--- config.mk ---
export PLATFORM = sky130hd
export DESIGN_NAME = snc_top
export DESIGN_NICKNAME = d
export VERILOG_FILES = /design/src/hw/snc_pkg.sv /design/src/hw/snc_dec_if.sv /design/src/hw/snc_sync.sv /design/src/hw/snc_decode.sv /design/src/hw/snc_top.sv
export SDC_FILE = /design/constraint.sdc
export NUM_CORES = 1
export LEC_CHECK = 0
export BUFFER_PORTS_ARGS = -buffer_cell sky130_fd_sc_hd__buf_2
export CAP_MARGIN = 20
export CORE_ASPECT_RATIO = 1.2
export CORE_UTILIZATION = 50
export CTS_CLUSTER_SIZE = 24
export DETAILED_ROUTE_END_ITERATION = 10
export PLACE_DENSITY = 0.69
export SYNTH_ARGS = -nofsm -noshare
export SYNTH_HDL_FRONTEND = slang
export SYNTH_SLANG_ARGS = --single-unit
--- constraint.sdc ---
create_clock -name clk_i -period 3.27 [get_ports clk_i]
set_input_delay 0.1635 -clock clk_i [delete_from_list [all_inputs] [get_ports clk_i]]
set_output_delay 0.1635 -clock clk_i [all_outputs]
set_load 0.03 [all_outputs]
--- src/hw/snc_pkg.sv ---
// Constants and types shared by the SPI nvSRAM command and status block.
// Assumes a single 100 MHz system clock; SPI pins are asynchronous to it.
// Notes on behaviour
// - Each opcode is shifted into an 8-bit register and decoded before later bytes.
// - All bytes travel MSB first; every transaction starts on chip select falling.
// - 0x05 reads status, 0x09 reads status fast, 0x01 writes status.
// - 0x06 sets the write-enable latch, 0x04 clears it.
// - 0x03 array read, 0x0B fast array read, 0x02 array write.
// - 0x3C save, 0x60 restore, 0x59 autosave on, 0x19 autosave off.
// - 0xC2 serial id write, 0xC3 serial id read, 0xC9 fast serial id read.
// - 0x9F ident read, 0x99 fast ident read, 0xB9 enters sleep.
// - Exactly 18 instructions; 0x1E is reserved and treated as undefined.
// - Fast status read takes one dummy byte before status is output.
// - Status: pin enable 7, lock 6, unused 5:4, protect level 3:2, latch 1, busy 0.
// - Busy bit is read-only and reads 1 while save or restore runs.
// - Latch bit reads 1 when writes enabled and is 0 after power-up.
// - Status write changes pin enable, lock and protect level; latch and busy untouched.
// - Bits 5 and 4 ignore writes and always read 0.
// - Lock bit, once 1, locks the serial id and never returns to 0.
// - Latch, protect level, bits 5:4, lock and pin enable all start at 0.
// - Pin enable gates the external write-protect pin; clear means pin ignored.
// - Undefined opcode: ignore all input until next chip select fall, output high-z.
// - One opcode per chip select low period.
// - Clock level at chip select fall selects mode 0 (low) or mode 3 (high).
// - After any write-type or nonvolatile instruction the latch is cleared, except a status write blocked by the protect pin or a locked serial id write.
package snc_pkg;
    localparam logic [7:0] OP_STATUS_READ      = 8'h05;
    localparam logic [7:0] OP_FAST_STATUS_READ = 8'h09;
    localparam logic [7:0] OP_STATUS_WRITE     = 8'h01;
    localparam logic [7:0] OP_LATCH_SET        = 8'h06;
    localparam logic [7:0] OP_LATCH_CLEAR      = 8'h04;
    localparam logic [7:0] OP_ARRAY_READ       = 8'h03;
    localparam logic [7:0] OP_FAST_ARRAY_READ  = 8'h0B;
    localparam logic [7:0] OP_ARRAY_WRITE      = 8'h02;
    localparam logic [7:0] OP_NV_SAVE          = 8'h3C;
    localparam logic [7:0] OP_NV_RESTORE       = 8'h60;
    localparam logic [7:0] OP_AUTOSAVE_EN      = 8'h59;
    localparam logic [7:0] OP_AUTOSAVE_DIS     = 8'h19;
    localparam logic [7:0] OP_SLEEP            = 8'hB9;
    localparam logic [7:0] OP_SERIAL_WRITE     = 8'hC2;
    localparam logic [7:0] OP_SERIAL_READ      = 8'hC3;
    localparam logic [7:0] OP_FAST_SERIAL_READ = 8'hC9;
    localparam logic [7:0] OP_IDENT_READ       = 8'h9F;
    localparam logic [7:0] OP_FAST_IDENT_READ  = 8'h99;
    localparam logic [7:0] OP_RESERVED         = 8'h1E;
    localparam int         ST_BUSY_BIT         = 0;
    localparam int         ST_LATCH_BIT        = 1;
    localparam int         ST_LEVEL_LO_BIT     = 2;
    localparam int         ST_LEVEL_HI_BIT     = 3;
    localparam int         ST_LOCK_BIT         = 6;
    localparam int         ST_PIN_EN_BIT       = 7;
    localparam logic [7:0] ST_RESET            = 8'h00;
    localparam logic [2:0] LAST_BIT            = 3'h7;
    localparam int         SYNC_WIDTH          = 5;

    typedef enum logic [4:0] {
        cmd_none,
        status_read_cmd,
        fast_status_read_cmd,
        status_write_cmd,
        write_latch_set_cmd,
        write_latch_clear_cmd,
        array_read_cmd,
        fast_array_read_cmd,
        array_write_cmd,
        nv_save_cmd,
        nv_restore_cmd,
        autosave_enable_cmd,
        autosave_disable_cmd,
        sleep_cmd,
        serial_id_write_cmd,
        serial_id_read_cmd,
        fast_serial_id_read_cmd,
        ident_read_cmd,
        fast_ident_read_cmd
    } snc_cmd_type;

    typedef enum logic [2:0] {
        st_idle,
        st_opcode,
        st_dummy,
        st_send,
        st_status_write,
        st_pass,
        st_ignore
    } snc_fsm_type;
endpackage

--- src/hw/snc_dec_if.sv ---
// Carries the captured opcode to the decoder and its verdict back.
// Assumes both ends sit in the same clock domain.
`timescale 1ns/100ps
`default_nettype none
interface snc_dec_if;
    import snc_pkg::*;
    logic [7:0]  opcode;
    snc_cmd_type cmd;
    logic        needs_latch;
    modport host (output opcode, input cmd, input needs_latch);
    modport dec  (input opcode, output cmd, output needs_latch);
endinterface
`default_nettype wire

--- src/hw/snc_sync.sv ---
// Two-flop synchroniser for a group of asynchronous pins.
// Assumes the pins change slowly against clk_i.
`timescale 1ns/100ps
`default_nettype none
module snc_sync #(
    parameter int W = 1
) (
    input  wire logic         clk_i,
    input  wire logic         resetn_i,
    input  wire logic [W-1:0] d_i,
    output logic      [W-1:0] q_o
);
    typedef struct packed {
        logic [W-1:0] meta;
        logic [W-1:0] q;
    } snc_sync_type;

    snc_sync_type s;
    snc_sync_type next_s;

    // First stage feeds only the second
    always_comb begin
        next_s.meta = d_i;
        next_s.q    = s.meta;
    end

    always_ff @(posedge clk_i or negedge resetn_i) begin
        if (!resetn_i) begin
            s <= '0;
        end else begin
            s <= next_s;
        end
    end

    assign q_o = s.q;
endmodule
`default_nettype wire

--- src/hw/snc_decode.sv ---
// Opcode classifier: maps the captured byte to one instruction class.
// Assumes the opcode is stable whenever the host looks at the result.
`timescale 1ns/100ps
`default_nettype none
module snc_decode
    import snc_pkg::*;
(
    snc_dec_if.dec dif
);
    always_comb begin
        dif.needs_latch = 1'b0;
        unique case (dif.opcode)
            OP_STATUS_READ:      dif.cmd = status_read_cmd;
            OP_FAST_STATUS_READ: dif.cmd = fast_status_read_cmd;
            OP_STATUS_WRITE:     dif.cmd = status_write_cmd;
            OP_LATCH_SET:        dif.cmd = write_latch_set_cmd;
            OP_LATCH_CLEAR:      dif.cmd = write_latch_clear_cmd;
            OP_ARRAY_READ:       dif.cmd = array_read_cmd;
            OP_FAST_ARRAY_READ:  dif.cmd = fast_array_read_cmd;
            OP_ARRAY_WRITE:      dif.cmd = array_write_cmd;
            OP_NV_SAVE:          dif.cmd = nv_save_cmd;
            OP_NV_RESTORE:       dif.cmd = nv_restore_cmd;
            OP_AUTOSAVE_EN:      dif.cmd = autosave_enable_cmd;
            OP_AUTOSAVE_DIS:     dif.cmd = autosave_disable_cmd;
            OP_SERIAL_WRITE:     dif.cmd = serial_id_write_cmd;
            OP_SERIAL_READ:      dif.cmd = serial_id_read_cmd;
            OP_FAST_SERIAL_READ: dif.cmd = fast_serial_id_read_cmd;
            OP_IDENT_READ:       dif.cmd = ident_read_cmd;
            OP_FAST_IDENT_READ:  dif.cmd = fast_ident_read_cmd;
            OP_SLEEP:            dif.cmd = sleep_cmd;
            // Reserved code falls here with every other undefined byte
            default:             dif.cmd = cmd_none;
        endcase
        // Write-type and nonvolatile instructions need the latch
        unique case (dif.cmd)
            status_write_cmd, array_write_cmd, serial_id_write_cmd,
            nv_save_cmd, nv_restore_cmd,
            autosave_enable_cmd, autosave_disable_cmd: dif.needs_latch = 1'b1;
            default:                                   dif.needs_latch = 1'b0;
        endcase
    end
endmodule
`default_nettype wire

--- src/hw/snc_top.sv ---
// SPI slave command decoder and status register of the nvSRAM.
// Assumes SPI pins are asynchronous and far slower than clk_i;
// array, serial id and save logic sit outside and follow cmd_valid_o.
`timescale 1ns/100ps
`default_nettype none
module snc_top
    import snc_pkg::*;
(
    input  wire logic        clk_i,
    input  wire logic        resetn_i,
    input  wire logic        cs_n_i,
    input  wire logic        sck_i,
    input  wire logic        si_i,
    input  wire logic        wp_n_i,
    input  wire logic        hw_save_busy_n_i,
    input  wire logic        nv_busy_i,
    output logic             so_o,
    output logic             so_oe_n_o,
    output logic             cmd_valid_o,
    output var snc_cmd_type  cmd_o,
    output logic [7:0]       status_o,
    output logic             spi_mode3_o,
    output logic             wp_pin_gate_o
);
    typedef struct packed {
        snc_fsm_type fsm;
        logic        cs_q;
        logic        sck_q;
        logic        mode3;
        logic [7:0]  rx;
        logic [2:0]  rx_cnt;
        logic [7:0]  tx;
        logic [2:0]  tx_cnt;
        snc_cmd_type cmd;
        logic        cmd_valid;
        logic        latch;
        logic        level_hi;
        logic        level_lo;
        logic        lock;
        logic        pin_en;
        logic        busy;
        logic        wp_block;
        logic        set_pend;
        logic        clr_pend;
        logic        so;
        logic        so_oe_n;
        logic        pin_gate;
    } snc_reg_type;

    localparam snc_reg_type REG_RESET = '{
        fsm:      st_idle,
        cs_q:     1'b1,
        cmd:      cmd_none,
        so_oe_n:  1'b1,
        level_hi: ST_RESET[ST_LEVEL_HI_BIT],
        level_lo: ST_RESET[ST_LEVEL_LO_BIT],
        lock:     ST_RESET[ST_LOCK_BIT],
        pin_en:   ST_RESET[ST_PIN_EN_BIT],
        latch:    ST_RESET[ST_LATCH_BIT],
        default:  '0
    };

    snc_reg_type s;
    snc_reg_type next_s;

    logic [SYNC_WIDTH-1:0] pins_sync;
    logic                  cs_sel_s;
    logic                  hsb_s;
    logic                  cs_n_s;
    logic                  sck_s;
    logic                  si_s;
    logic                  wp_n_s;
    logic                  hsb_n_s;
    logic                  sck_rise;
    logic                  sck_fall;
    logic                  cs_fall;
    logic                  cs_rise;
    logic                  selected;
    logic                  op_done;
    logic [7:0]            rx_byte;
    logic [7:0]            cur_status;

    snc_dec_if dif ();

    // Every pin except nv_busy_i passes two flops before use
    snc_sync #(
        .W (SYNC_WIDTH)
    ) u_sync (
        .clk_i    (clk_i),
        .resetn_i (resetn_i),
        // Chip select and save-busy pins enter inverted so the flops' reset zero reads as idle
        .d_i      ({~cs_n_i, sck_i, si_i, wp_n_i, ~hw_save_busy_n_i}),
        .q_o      (pins_sync)
    );

    snc_decode u_decode (
        .dif (dif.dec)
    );

    assign {cs_sel_s, sck_s, si_s, wp_n_s, hsb_s} = pins_sync;
    // No false chip select fall or busy blip right after reset
    assign cs_n_s   = ~cs_sel_s;
    assign hsb_n_s  = ~hsb_s;
    assign sck_rise = sck_s & ~s.sck_q;
    assign sck_fall = ~sck_s & s.sck_q;
    assign cs_fall  = ~cs_n_s & s.cs_q;
    assign cs_rise  = cs_n_s & ~s.cs_q;
    assign selected = ~cs_n_s & ~s.cs_q;
    assign rx_byte  = {s.rx[6:0], si_s};
    assign op_done  = selected & sck_rise & (s.fsm == st_opcode) & (s.rx_cnt == LAST_BIT);
    assign dif.opcode = rx_byte;

    // Unused bits are constant zero, never stored
    always_comb begin
        cur_status                  = ST_RESET;
        cur_status[ST_PIN_EN_BIT]   = s.pin_en;
        cur_status[ST_LOCK_BIT]     = s.lock;
        cur_status[ST_LEVEL_HI_BIT] = s.level_hi;
        cur_status[ST_LEVEL_LO_BIT] = s.level_lo;
        cur_status[ST_LATCH_BIT]    = s.latch;
        cur_status[ST_BUSY_BIT]     = s.busy;
    end

    always_comb begin
        next_s           = s;
        next_s.cmd_valid = 1'b0;
        next_s.cs_q      = cs_n_s;
        next_s.sck_q     = sck_s;
        // Busy is read-only and tracks save/restore from either source
        next_s.busy      = nv_busy_i | ~hsb_n_s;
        next_s.pin_gate  = s.pin_en & ~wp_n_s;
        if (cs_n_s) begin
            // Latch changes commit when the frame closes
            if (cs_rise && s.clr_pend) begin
                next_s.latch = 1'b0;
            end
            if (cs_rise && s.set_pend) begin
                next_s.latch = 1'b1;
            end
            next_s.fsm      = st_idle;
            next_s.so_oe_n  = 1'b1;
            next_s.set_pend = 1'b0;
            next_s.clr_pend = 1'b0;
        end else if (cs_fall) begin
            // Fresh frame: the first byte is always an opcode
            next_s.fsm    = st_opcode;
            next_s.mode3  = sck_s;
            next_s.rx_cnt = 3'h0;
            next_s.tx_cnt = 3'h0;
        end else begin
            if (sck_rise) begin
                next_s.rx     = rx_byte;
                next_s.rx_cnt = s.rx_cnt + 3'h1;
            end
            if (op_done) begin
                // Protection state is frozen at decode; later pin moves are ignored
                next_s.wp_block = s.pin_en & ~wp_n_s;
                if (dif.cmd == cmd_none) begin
                    next_s.fsm = st_ignore;
                end else if (dif.needs_latch && !s.latch) begin
                    next_s.fsm = st_ignore;
                end else if (dif.cmd == serial_id_write_cmd && s.lock) begin
                    next_s.fsm = st_ignore;
                end else begin
                    next_s.cmd_valid = 1'b1;
                    next_s.cmd       = dif.cmd;
                    next_s.set_pend  = (dif.cmd == write_latch_set_cmd);
                    next_s.clr_pend  = dif.needs_latch |
                                       (dif.cmd == write_latch_clear_cmd);
                    if (dif.cmd == status_read_cmd) begin
                        next_s.fsm = st_send;
                    end else if (dif.cmd == fast_status_read_cmd) begin
                        next_s.fsm = st_dummy;
                    end else if (dif.cmd == status_write_cmd) begin
                        next_s.fsm = st_status_write;
                    end else begin
                        // Data path for other commands lives outside
                        next_s.fsm = st_pass;
                    end
                end
            end else if (sck_rise && s.rx_cnt == LAST_BIT) begin
                if (s.fsm == st_dummy) begin
                    next_s.fsm = st_send;
                end
                if (s.fsm == st_status_write) begin
                    next_s.fsm = st_pass;
                    if (s.wp_block) begin
                        // Blocked write leaves the latch armed
                        next_s.clr_pend = 1'b0;
                    end else begin
                        next_s.pin_en   = rx_byte[ST_PIN_EN_BIT];
                        next_s.level_hi = rx_byte[ST_LEVEL_HI_BIT];
                        next_s.level_lo = rx_byte[ST_LEVEL_LO_BIT];
                        next_s.lock     = s.lock | rx_byte[ST_LOCK_BIT];
                    end
                end
            end
            // Status repeats while the master keeps clocking
            if (sck_fall && s.fsm == st_send) begin
                next_s.so_oe_n = 1'b0;
                next_s.tx_cnt  = s.tx_cnt + 3'h1;
                if (s.tx_cnt == 3'h0) begin
                    next_s.so = cur_status[7];
                    next_s.tx = {cur_status[6:0], 1'b0};
                end else begin
                    next_s.so = s.tx[7];
                    next_s.tx = {s.tx[6:0], 1'b0};
                end
            end
            if (s.fsm == st_ignore) begin
                next_s.so_oe_n = 1'b1;
            end
        end
    end

    always_ff @(posedge clk_i or negedge resetn_i) begin
        if (!resetn_i) begin
            s <= REG_RESET;
        end else begin
            s <= next_s;
        end
    end

    assign so_o          = s.so;
    assign so_oe_n_o     = s.so_oe_n;
    assign cmd_valid_o   = s.cmd_valid;
    assign cmd_o         = s.cmd;
    assign status_o      = cur_status;
    assign spi_mode3_o   = s.mode3;
    assign wp_pin_gate_o = s.pin_gate;
endmodule
`default_nettype wire

==> flow_summary_export.csv, run 1 <==
group,metric,value,unit
worst_setup_path,critPathKind,"reg -> reg",
power,irDropWorstVdd,305,uV
worst_setup_path,required,3.47,ns
yosys,yosysWarnings,0,
global_routing,grt_start_max_net_pins,37,
final_layout,nFillCells,461,
floorplan,fp.dieArea,0.00587,mm2
yosys,synth_top_area_cell,"dfrtp_1",
clocking,h-tree-depth,2,
yosys,synth.avg_cell_area,10.2,um2
floorplan,fp.dieH,83.7,um
timing,tns,0,ns
yosys,yosysMostFrequentCell,"dfrtp_1",
yosys,ys_seq_elements,54,
route,first_iter_violations,120,
floorplan,initial_core_util,52.1,%
timing,fmax,347,MHz
worst_setup_path,worstPathArrival,3.08,ns
timing,setup_viol,0,
clocking,cts.sinks,54,
yosys,yosys.area.top_type_share,46.8,%
timing,rsz0062_at_grt,"no",
clocking,clk_latency,0.31,ns
yosys,synthDistinctLibCells,61,
yosys,synth.cell_area,0.00278,mm2
timing,finalCriticalPeriod,2.88,ns
place,gp_congestion,0.939,
worst_setup_path,end_kind,"flip-flop",
global_routing,overflow,0,
timing,finalHoldViolCount,0,
route,drc,0,
floorplan,rows,29,
route,ant_nets,0,
yosys,ys_seq_area_share,48.7,%
flow_run,drv_cap,0,
final_layout,diodes,0,
global_routing,grt_pass1_vias,1884,
yosys,synth-edff-count,0,
timing,timing.final.crit_share,88.0,%
timing,slew_viol_final,0,
clocking,cts_tree,"done",
place,place_ws,0.379,ns
floorplan,core,0.00533,mm2
route,vias,1993,
worst_setup_path,cp_cell_sequence,"or4b_4, a2111oi_4, or3_2, nand3_1, a221o_1, and3_1, mux2_4",
clocking,cts_buffer_depth,2,
route,first_pass_iters,4,
floorplan,ios,26,
yosys,synth_area_leaders,"dfrtp_1, mux2_2, buf_4",
worst_setup_path,start_kind,"flip-flop",
power,p_per_area,512,mW/mm2
final_layout,layout-drive-gt1-share,21.1,%
clocking,numCtsBuffers,5,
clocking,cts.clk_slew.worst_paths,0.10,ns
timing,worst_slew_pin_slew,0.792,ns
route,post_drt_via_cell_ratio,5.74,
power,power,0.00155,W
place,port_buffers,23,
outcome,status,"completed",
final_layout,fin_nets,296,
min_path,hp-class,"in -> reg",
timing,skew,0.0175,ns
route,drt-wirelength-per-cell,15.2,um
yosys,yosys-top-cells-count,"dfrtp_1, nand2_1, nor2_1",
global_routing,grt.total_usage,19.3,%
final_layout,final_core_util,56.7,%
floorplan,die_x,70.1,um
route,drt-total-wl,5.27,mm
place,hpwl,3.76,mm
power,p_leak,1.33,nW
clocking,cts_resized,0,
yosys,async_reset_ff_share,100,%
clocking,cts-root-buf,"clkbuf_8",
timing,slew_headroom,47.2,%
global_routing,grt_pass1_wl,8.91,mm
final_layout,areaGrowthSynthToFinish,8.68,%
worst_setup_path,cpMaxStageDelayCell,"or4b_4",
yosys,ys.flop_type,"dfrtp_1",
global_routing,antenna_found_initial,0,
yosys,postSynthCellCount,273,
worst_setup_path,path_max_fanout,16,
timing,fin_ws,0.392,ns
worst_setup_path,max_stage_delay,0.59,ns
## critical path, delay by kind of cell (launching register included)
family / cells / cell delay [ns]
AO/OA/AOI/OAI: 2 / 0.72
AND/OR/NAND/NOR: 4 / 1.16
multiplexers: 1 / 0.34
flip-flops: 1 / 0.54
## through the flow
stage	hold WS [ns]	cells	area (um2)
floorplan	-0.132	274	2790
global placement	0.272	333	2840
detailed placement	0.274	333	2840
CTS	0.0191	347	3020
global route	0.0169	347	3020
finish	0.0268	347	3020
## power by group
group	leakage (nW)	internal (W)	switching, W
clock network	0.0618	0.000252	0.000216
registers	0.707	0.000704	0.0000891
logic	0.563	0.000134	0.000152
## path summary, 6_finish.rpt
path                             startpoint          endpoint  slack, ns  depth (start not counted)
min                               nv_busy_i       status_o[0]       0.03                          2
max reg2reg                   dif.opcode[1]          cmd_o[1]       0.39                          7
min reg2reg                u_sync.next_s[3]     u_sync.q_o[3]       0.34                          0
min in group asynchronous          resetn_i             s[44]       0.47                          2
max in group asynchronous          resetn_i  u_sync.next_s[2]       2.04                          3
max                           dif.opcode[1]          cmd_o[1]       0.39                          7
## cells in the final DEF, fill, tap and decap left out, drive strengths merged, types with 3 or more instances in the layout
cell type     n
o22ai         3
ha            4
nand4b        3
mux2         14
dfrtp        52
o2bb2ai       3
nor4          9
o21ai         8
or3           3
nand2        21
nand3         9
inv          11
dlygate4sd3   6
xnor2         5
nor2         20
a31oi         5
clkbuf        6
a21oi        12
nand3b        3
nor2b         5
nand2b        7
buf          27
mux2i         4
## logic make-up after synthesis
group / share of synthesized area [%]
AND/OR/NAND/NOR: 19.3
flip-flops: 48.7
AO/OA/AOI/OAI: 13.0
buffers and inverters: 7.69
multiplexers: 7.51
XOR/XNOR: 1.89
adder cells (fa/ha/maj): 1.80
other: 0.135
## state kept, by name, summed over array words and instances (netlist names)
signal         flops
spi_mode3_o        1
cmd_valid_o        1
wp_pin_gate_o      1
u_sync.q_o         5
u_sync.next_s      5
status_o           6
so_o               1
so_oe_n_o          1
s                 21
cmd_o              5
dif.opcode         7
## repair_timing
action | in CTS | in global routing
hold buffers | 6 | 0
buffers inserted | 0 | 0
endpoints found under the hold margin | 38 | 0
## layer usage
| layer | up-vias | global-route usage [%] | routed length [um] |
|---|---|---|---|
| li1 | 975 | - | - |
| met1 | 986 | 25.6 | 2420 |
| met5 | - | 0 | 0 |
| met4 | 0 | 8.00 | 82 |
| met3 | 7 | 3.50 | 120 |
| met2 | 25 | 31.0 | 2650 |
## area by class of cell
class	count	area, um2	share of cell area [%]
clock buffer	6	82.6	2.73
clock inverter	2	38.8	1.28
inverter	11	41.3	1.37
multi-input combinational	179	1220	40.5
sequential	54	1350	44.8
tap	62	77.6	2.57
timing repair buffer	33	205	6.79
Note: power is estimated with default switching activity, not from simulation.
==> run 2, diff against run 1 <==
--- a/config.mk
+++ b/config.mk
@@ -11,6 +11,7 @@
 export CORE_UTILIZATION = 50
 export CTS_CLUSTER_SIZE = 24
 export DETAILED_ROUTE_END_ITERATION = 10
+export HOLD_SLACK_MARGIN = 0.05
 export PLACE_DENSITY = 0.69
 export SYNTH_ARGS = -nofsm -noshare
 export SYNTH_HDL_FRONTEND = slang
==> run 2 against run 1 <==
Effect of this change:
- first-iteration DRC count shrank 10%
- routed wire length grew 0.61%
- sequential share of layout area shrank 0.15 points
- sequential cell count is the same
- non-clock buffer count grew 1
- count of clock-buffer cells in the layout is the same
- power grew 0.11%
- final area grew 0.33%
==> flow_summary_export.csv, run 2 (synthesized netlist as in run 1, its figures left out) <==
group,metric,value,unit
route,post_drt_via_cell_ratio,5.69,
worst_setup_path,start_kind,"flip-flop",
power,clkPwrFrac,30.2,%
power,p_comb_share,18.6,%
global_routing,grt_pass1_vias,1894,
final_layout,layout_common_cells,"dfrtp_1, buf_2, nand2_1",
global_routing,overflow,0,
worst_setup_path,required,3.47,ns
timing,tns,0,ns
route,first_pass_iters,4,
worst_setup_path,path_max_fanout,16,
worst_setup_path,worstPathArrival,3.08,ns
timing,slew_headroom,47.5,%
timing,skew,0.0169,ns
global_routing,grt_pass1_wl,8.95,mm
clocking,h-tree-depth,2,
floorplan,core,0.00533,mm2
place,hpwl,3.76,mm
worst_setup_path,worst_r2r_path_depth,7,
route,ant_nets,0,
global_routing,grt_start_max_net_pins,37,
power,switching_share,29.6,%
min_path,hp-class,"reg -> reg",
timing,worst_slew_pin_slew,0.787,ns
power,power.internal,0.00109,W
worst_setup_path,regToRegStartpoint,"dif.opcode[1]",
worst_setup_path,critPathKind,"reg -> reg",
timing,setup_viol,0,
floorplan,die_x,70.1,um
place,postPlaceCellArea,0.00284,mm2
final_layout,fin_nets,297,
final_layout,largest_register,"s",
power,irDropWorstVdd,309,uV
timing,rsz0062_at_grt,"no",
power,sequentialPowerShare,51.2,%
clocking,cts.sinks,54,
clocking,cts.clk_slew.worst_paths,0.10,ns
worst_setup_path,end_kind,"flip-flop",
min_path,whs_endpoint,"u_sync.q_o[3]",
clocking,numCtsBuffers,5,
place,gp_congestion,0.939,
power,netSwitchingPower,0.000458,W
route,vias,1980,
global_routing,antenna_found_initial,0,
timing,fmax,347,MHz
timing,finalHoldViolCount,0,
floorplan,fp.dieArea,0.00587,mm2
global_routing,grt.total_usage,19.4,%
route,drt-wirelength-per-cell,15.2,um
timing,finalCriticalPeriod,2.88,ns
timing,fin_ws,0.385,ns
outcome,status,"completed",
final_layout,diodes,0,
clocking,cts_buffer_depth,2,
worst_setup_path,rrSetupSlack,0.39,ns
route,drt-total-wl,5.30,mm
power,p_leak,1.34,nW
final_layout,layout-drive-gt1-share,21.0,%
place,port_buffers,23,
floorplan,ios,26,
clocking,cts_tree,"done",
route,first_iter_violations,108,
timing,hold_ws,0.340,ns
final_layout,areaGrowthSynthToFinish,9.04,%
clocking,cts_resized,0,
floorplan,initial_core_util,52.1,%
place,place_ws,0.379,ns
floorplan,rows,29,
clocking,clk_latency,0.31,ns
final_layout,final_area,0.00303,mm2
worst_setup_path,r2r-end,"cmd_o[1]",
final_layout,final_common_cell,"dfrtp_1",
min_path,worstHoldStart,"u_sync.next_s[3]",
min_path,whs_path_depth,0,
clocking,cts-root-buf,"clkbuf_8",
flow_run,drv_cap,0,
timing,timing.final.crit_share,88.2,%
power,power,0.00155,W
final_layout,largest_register_ffs,21,
timing,slew_viol_final,0,
power,p_per_area,511,mW/mm2
floorplan,fp.dieH,83.7,um
route,drc,0,
run 2: routing by layer:
layer  GRT usage [%]  vias to the layer above  wire [um]
met5               0                        -          0
met1            25.6                      966       2460
met4            8.00                        0         82
li1                -                      976          -
met3            3.50                        7        134
met2            31.4                       31       2630
run 2: worst max-delay path, stage by stage (launching register included):
cell and delay, ns:
dfrtp_1 0.54, or4b_4 0.59, a2111oi_4 0.37, or3_2 0.20, nand3_1 0.07, a221o_1 0.35, and3_1 0.30, mux2_4 0.34
run 2: how the worst max path moves through the flow:
stage,start,end,slack [ns],cells past startpoint
2_1_floorplan,dif.opcode[1],cmd_o[0],0.70,8
3_3_place_gp,dif.opcode[1],cmd_o[1],0.44,7
3_5_place_dp,dif.opcode[1],cmd_o[1],0.38,7
4_1_cts,dif.opcode[1],cmd_o[1],0.38,7
5_1_grt,dif.opcode[1],cmd_o[1],0.24,7
6_report,dif.opcode[1],cmd_o[1],0.39,7
run 2: power groups by stage:
| stage | logic (W) | clock network, W | registers (W) |
|---|---|---|---|
| after CTS | 0.000289 | 0.000482 | 0.000793 |
| after global placement | 0.000282 | 0 | 0.000803 |
| after detailed placement | 0.000282 | 0 | 0.000807 |
| after floorplan | 0.000267 | 0 | 0.000749 |
| final | 0.000287 | 0.000468 | 0.000794 |
| after global routing | 0.000323 | 0.000509 | 0.000807 |
run 2: cell type report:
type | instances | area, um2
Tap cell | 62 | 77.6
Timing Repair Buffer | 34 | 215
Clock buffer | 6 | 82.6
Clock inverter | 2 | 38.8
Inverter | 11 | 41.3
Fill cell | 460 | 2300
Multi-Input combinational cell | 179 | 1220
Sequential cell | 54 | 1350
run 2: repair_timing:
action | in CTS | in global routing
hold buffers | 7 | 0
buffers inserted | 0 | 0
endpoints found under the hold margin | 39 | 0
run 2: stage by stage:
stage / std cells / utilization [%]
2_1_floorplan: 274 / -
3_3_place_gp: 333 / 53.3
3_5_place_dp: 333 / 53.3
4_1_cts: 348 / 56.9
5_1_grt: 348 / 56.9
6_report: 348 / 56.9
==> run 3, diff against run 2 <==
==> constraint.sdc (replaced) <==
create_clock -name clk_i -period 3.2 [get_ports clk_i]
set_input_delay 0.16 -clock clk_i [delete_from_list [all_inputs] [get_ports clk_i]]
set_output_delay 0.16 -clock clk_i [all_outputs]
set_load 0.03 [all_outputs]
==> run 3 against run 2 <==
Effect of this change:
- worst setup slack got worse by 0.046 ns
- final area up 0.21%
- critical endpoint unchanged
- utilization is 0.12 points higher
- global-route usage increased by 0.57 points
- clock skew fell by 0.012 ns
- power down 0.41%
==> flow_summary_export.csv, run 3 (synthesized netlist as in run 1, its figures left out) <==
group,metric,value,unit
outcome,status,"completed",
floorplan,die_x,70.1,um
timing,rsz0062_at_grt,"no",
worst_setup_path,end_kind,"flip-flop",
worst_setup_path,required,3.40,ns
timing,slew_headroom,47.1,%
worst_setup_path,r2r-end,"cmd_o[1]",
timing,finalCriticalPeriod,2.86,ns
floorplan,core,0.00533,mm2
worst_setup_path,regToRegStartpoint,"u_sync.q_o[2]",
worst_setup_path,worst_r2r_path_depth,7,
global_routing,use_met3,3.50,%
timing,timing.final.crit_share,89.4,%
clocking,clk_latency,0.31,ns
clocking,cts_tree,"done",
route,ant_nets,0,
power,p_leak,1.34,nW
clocking,numCtsBuffers,5,
floorplan,fp.dieH,83.7,um
place,place_ws,0.362,ns
place,dpl.cell_count,336,
global_routing,grt_start_max_net_pins,38,
final_layout,final_area,0.00304,mm2
power,p_per_area,508,mW/mm2
timing,fmax,350,MHz
place,postPlaceCellArea,0.00286,mm2
route,drt-total-wl,5.41,mm
clocking,cts_buffer_depth,2,
worst_setup_path,crit_path_end,"cmd_o[1]",
global_routing,use_met2,33.0,%
final_layout,layout-drive-gt1-share,21.8,%
global_routing,overflow,0,
global_routing,busiest_layer,"met2",
final_layout,multi_input_area,0.00122,mm2
route,drt-wirelength-per-cell,15.4,um
clocking,h-tree-depth,2,
route,vias,2033,
route,first_iter_violations,74,
clocking,cts.sinks,54,
timing,setup_viol,0,
timing,finalHoldViolCount,0,
timing,fin_ws,0.339,ns
place,gp_congestion,0.975,
clocking,cts.clk_slew.worst_paths,0.09,ns
global_routing,global_route.usage.met1,26.7,%
global_routing,grt_pass1_vias,1973,
power,irDropWorstVdd,344,uV
worst_setup_path,critPathLaunch,"u_sync.q_o[2]",
route,first_pass_iters,4,
final_layout,instances_no_fill,351,
final_layout,nFillCells,447,
clocking,postCtsSetupBuffers,0,
place,hpwl,3.83,mm
global_routing,grt_pass1_wl,9.38,mm
final_layout,fin_nets,300,
worst_setup_path,rrSetupSlack,0.34,ns
final_layout,seqCellArea,0.00135,mm2
final_layout,largest_register_ffs,21,
timing,hold_ws,0.352,ns
min_path,hp-class,"reg -> reg",
clocking,cts-root-buf,"clkbuf_8",
final_layout,final_common_cell,"dfrtp_1",
flow_run,drv_cap,0,
final_layout,largest_register,"s",
floorplan,ios,26,
worst_setup_path,critPathKind,"reg -> reg",
route,drc,0,
worst_setup_path,start_kind,"flip-flop",
floorplan,initial_core_util,52.1,%
final_layout,areaGrowthSynthToFinish,9.27,%
timing,worst_slew_pin_slew,0.794,ns
worst_setup_path,worstPathArrival,3.06,ns
route,post_drt_via_cell_ratio,5.79,
global_routing,antenna_found_initial,0,
floorplan,fp.dieArea,0.00587,mm2
global_routing,grt.total_usage,19.9,%
floorplan,rows,29,
timing,tns,0,ns
final_layout,layout_common_cells,"dfrtp_1, buf_2, nand2_1",
final_layout,diodes,0,
place,port_buffers,23,
worst_setup_path,path_max_fanout,13,
timing,slew_viol_final,0,
timing,skew,0.00528,ns
run 3: cell count changes in the layout (fill, tap and decap cells not counted):
cell / change
buf_4: +3
clkinv_4: +1
inv_6: -1
clkbuf_8: +1
bufinv_16: -1
run 3: repair_timing:
item	CTS	global route
hold endpoints to repair	41	0
hold buffers	7	0
gates resized for setup	0	0
run 3: final cells by class:
| class | count | share of cell area [%] |
|---|---|---|
| Clock buffer | 7 | 3.17 |
| Clock inverter | 1 | 0.288 |
| Inverter | 11 | 1.36 |
| Multi-Input combinational cell | 179 | 40.3 |
| Sequential cell | 54 | 44.5 |
| Tap cell | 62 | 2.55 |
| Timing Repair Buffer | 37 | 7.82 |
run 3: worst min path at each step:
| stage | start | end | slack [ns] | depth (start not counted) |
|---|---|---|---|---|
| floorplan | resetn_i | cmd_o[0] | -0.14 | 0 |
| global placement | si_i | u_sync.next_s[2] | 0.27 | 1 |
| detailed placement | wp_n_i | u_sync.next_s[1] | 0.27 | 1 |
| CTS | u_sync.next_s[3] | u_sync.q_o[3] | 0.36 | 0 |
| global route | u_sync.next_s[2] | u_sync.q_o[2] | 0.36 | 0 |
| finish | u_sync.next_s[3] | u_sync.q_o[3] | 0.35 | 0 |
run 3: where the power goes:
part	internal [W]	switching, W
clock network	0.000198	0.000214
registers	0.000719	0.0000824
logic	0.000150	0.000178
run 3: metal layers:
metal,wire length (um),share of wire [%],vias up
li1,-,-,977
met1,2430,45,1012
met2,2770,51,38
met3,149,2.8,6
met4,62,1.1,0
met5,0,0,-
run 3: worst max-delay path: stages, from the launching register on:
cell	delay [ns]
dfrtp_1	0.51
or4b_4	0.59
a2111oi_4	0.37
or3_2	0.21
nand3_1	0.08
a221o_1	0.36
and3_1	0.30
mux2_4	0.34
run 3: through the flow:
| stage | util, % | total power, W |
|---|---|---|
| floorplan | - | 0.00104 |
| global placement | 53.7 | 0.00113 |
| detailed placement | 53.7 | 0.00113 |
| CTS | 57.0 | 0.00155 |
| global route | 57.0 | 0.00163 |
| finish | 57.0 | 0.00154 |
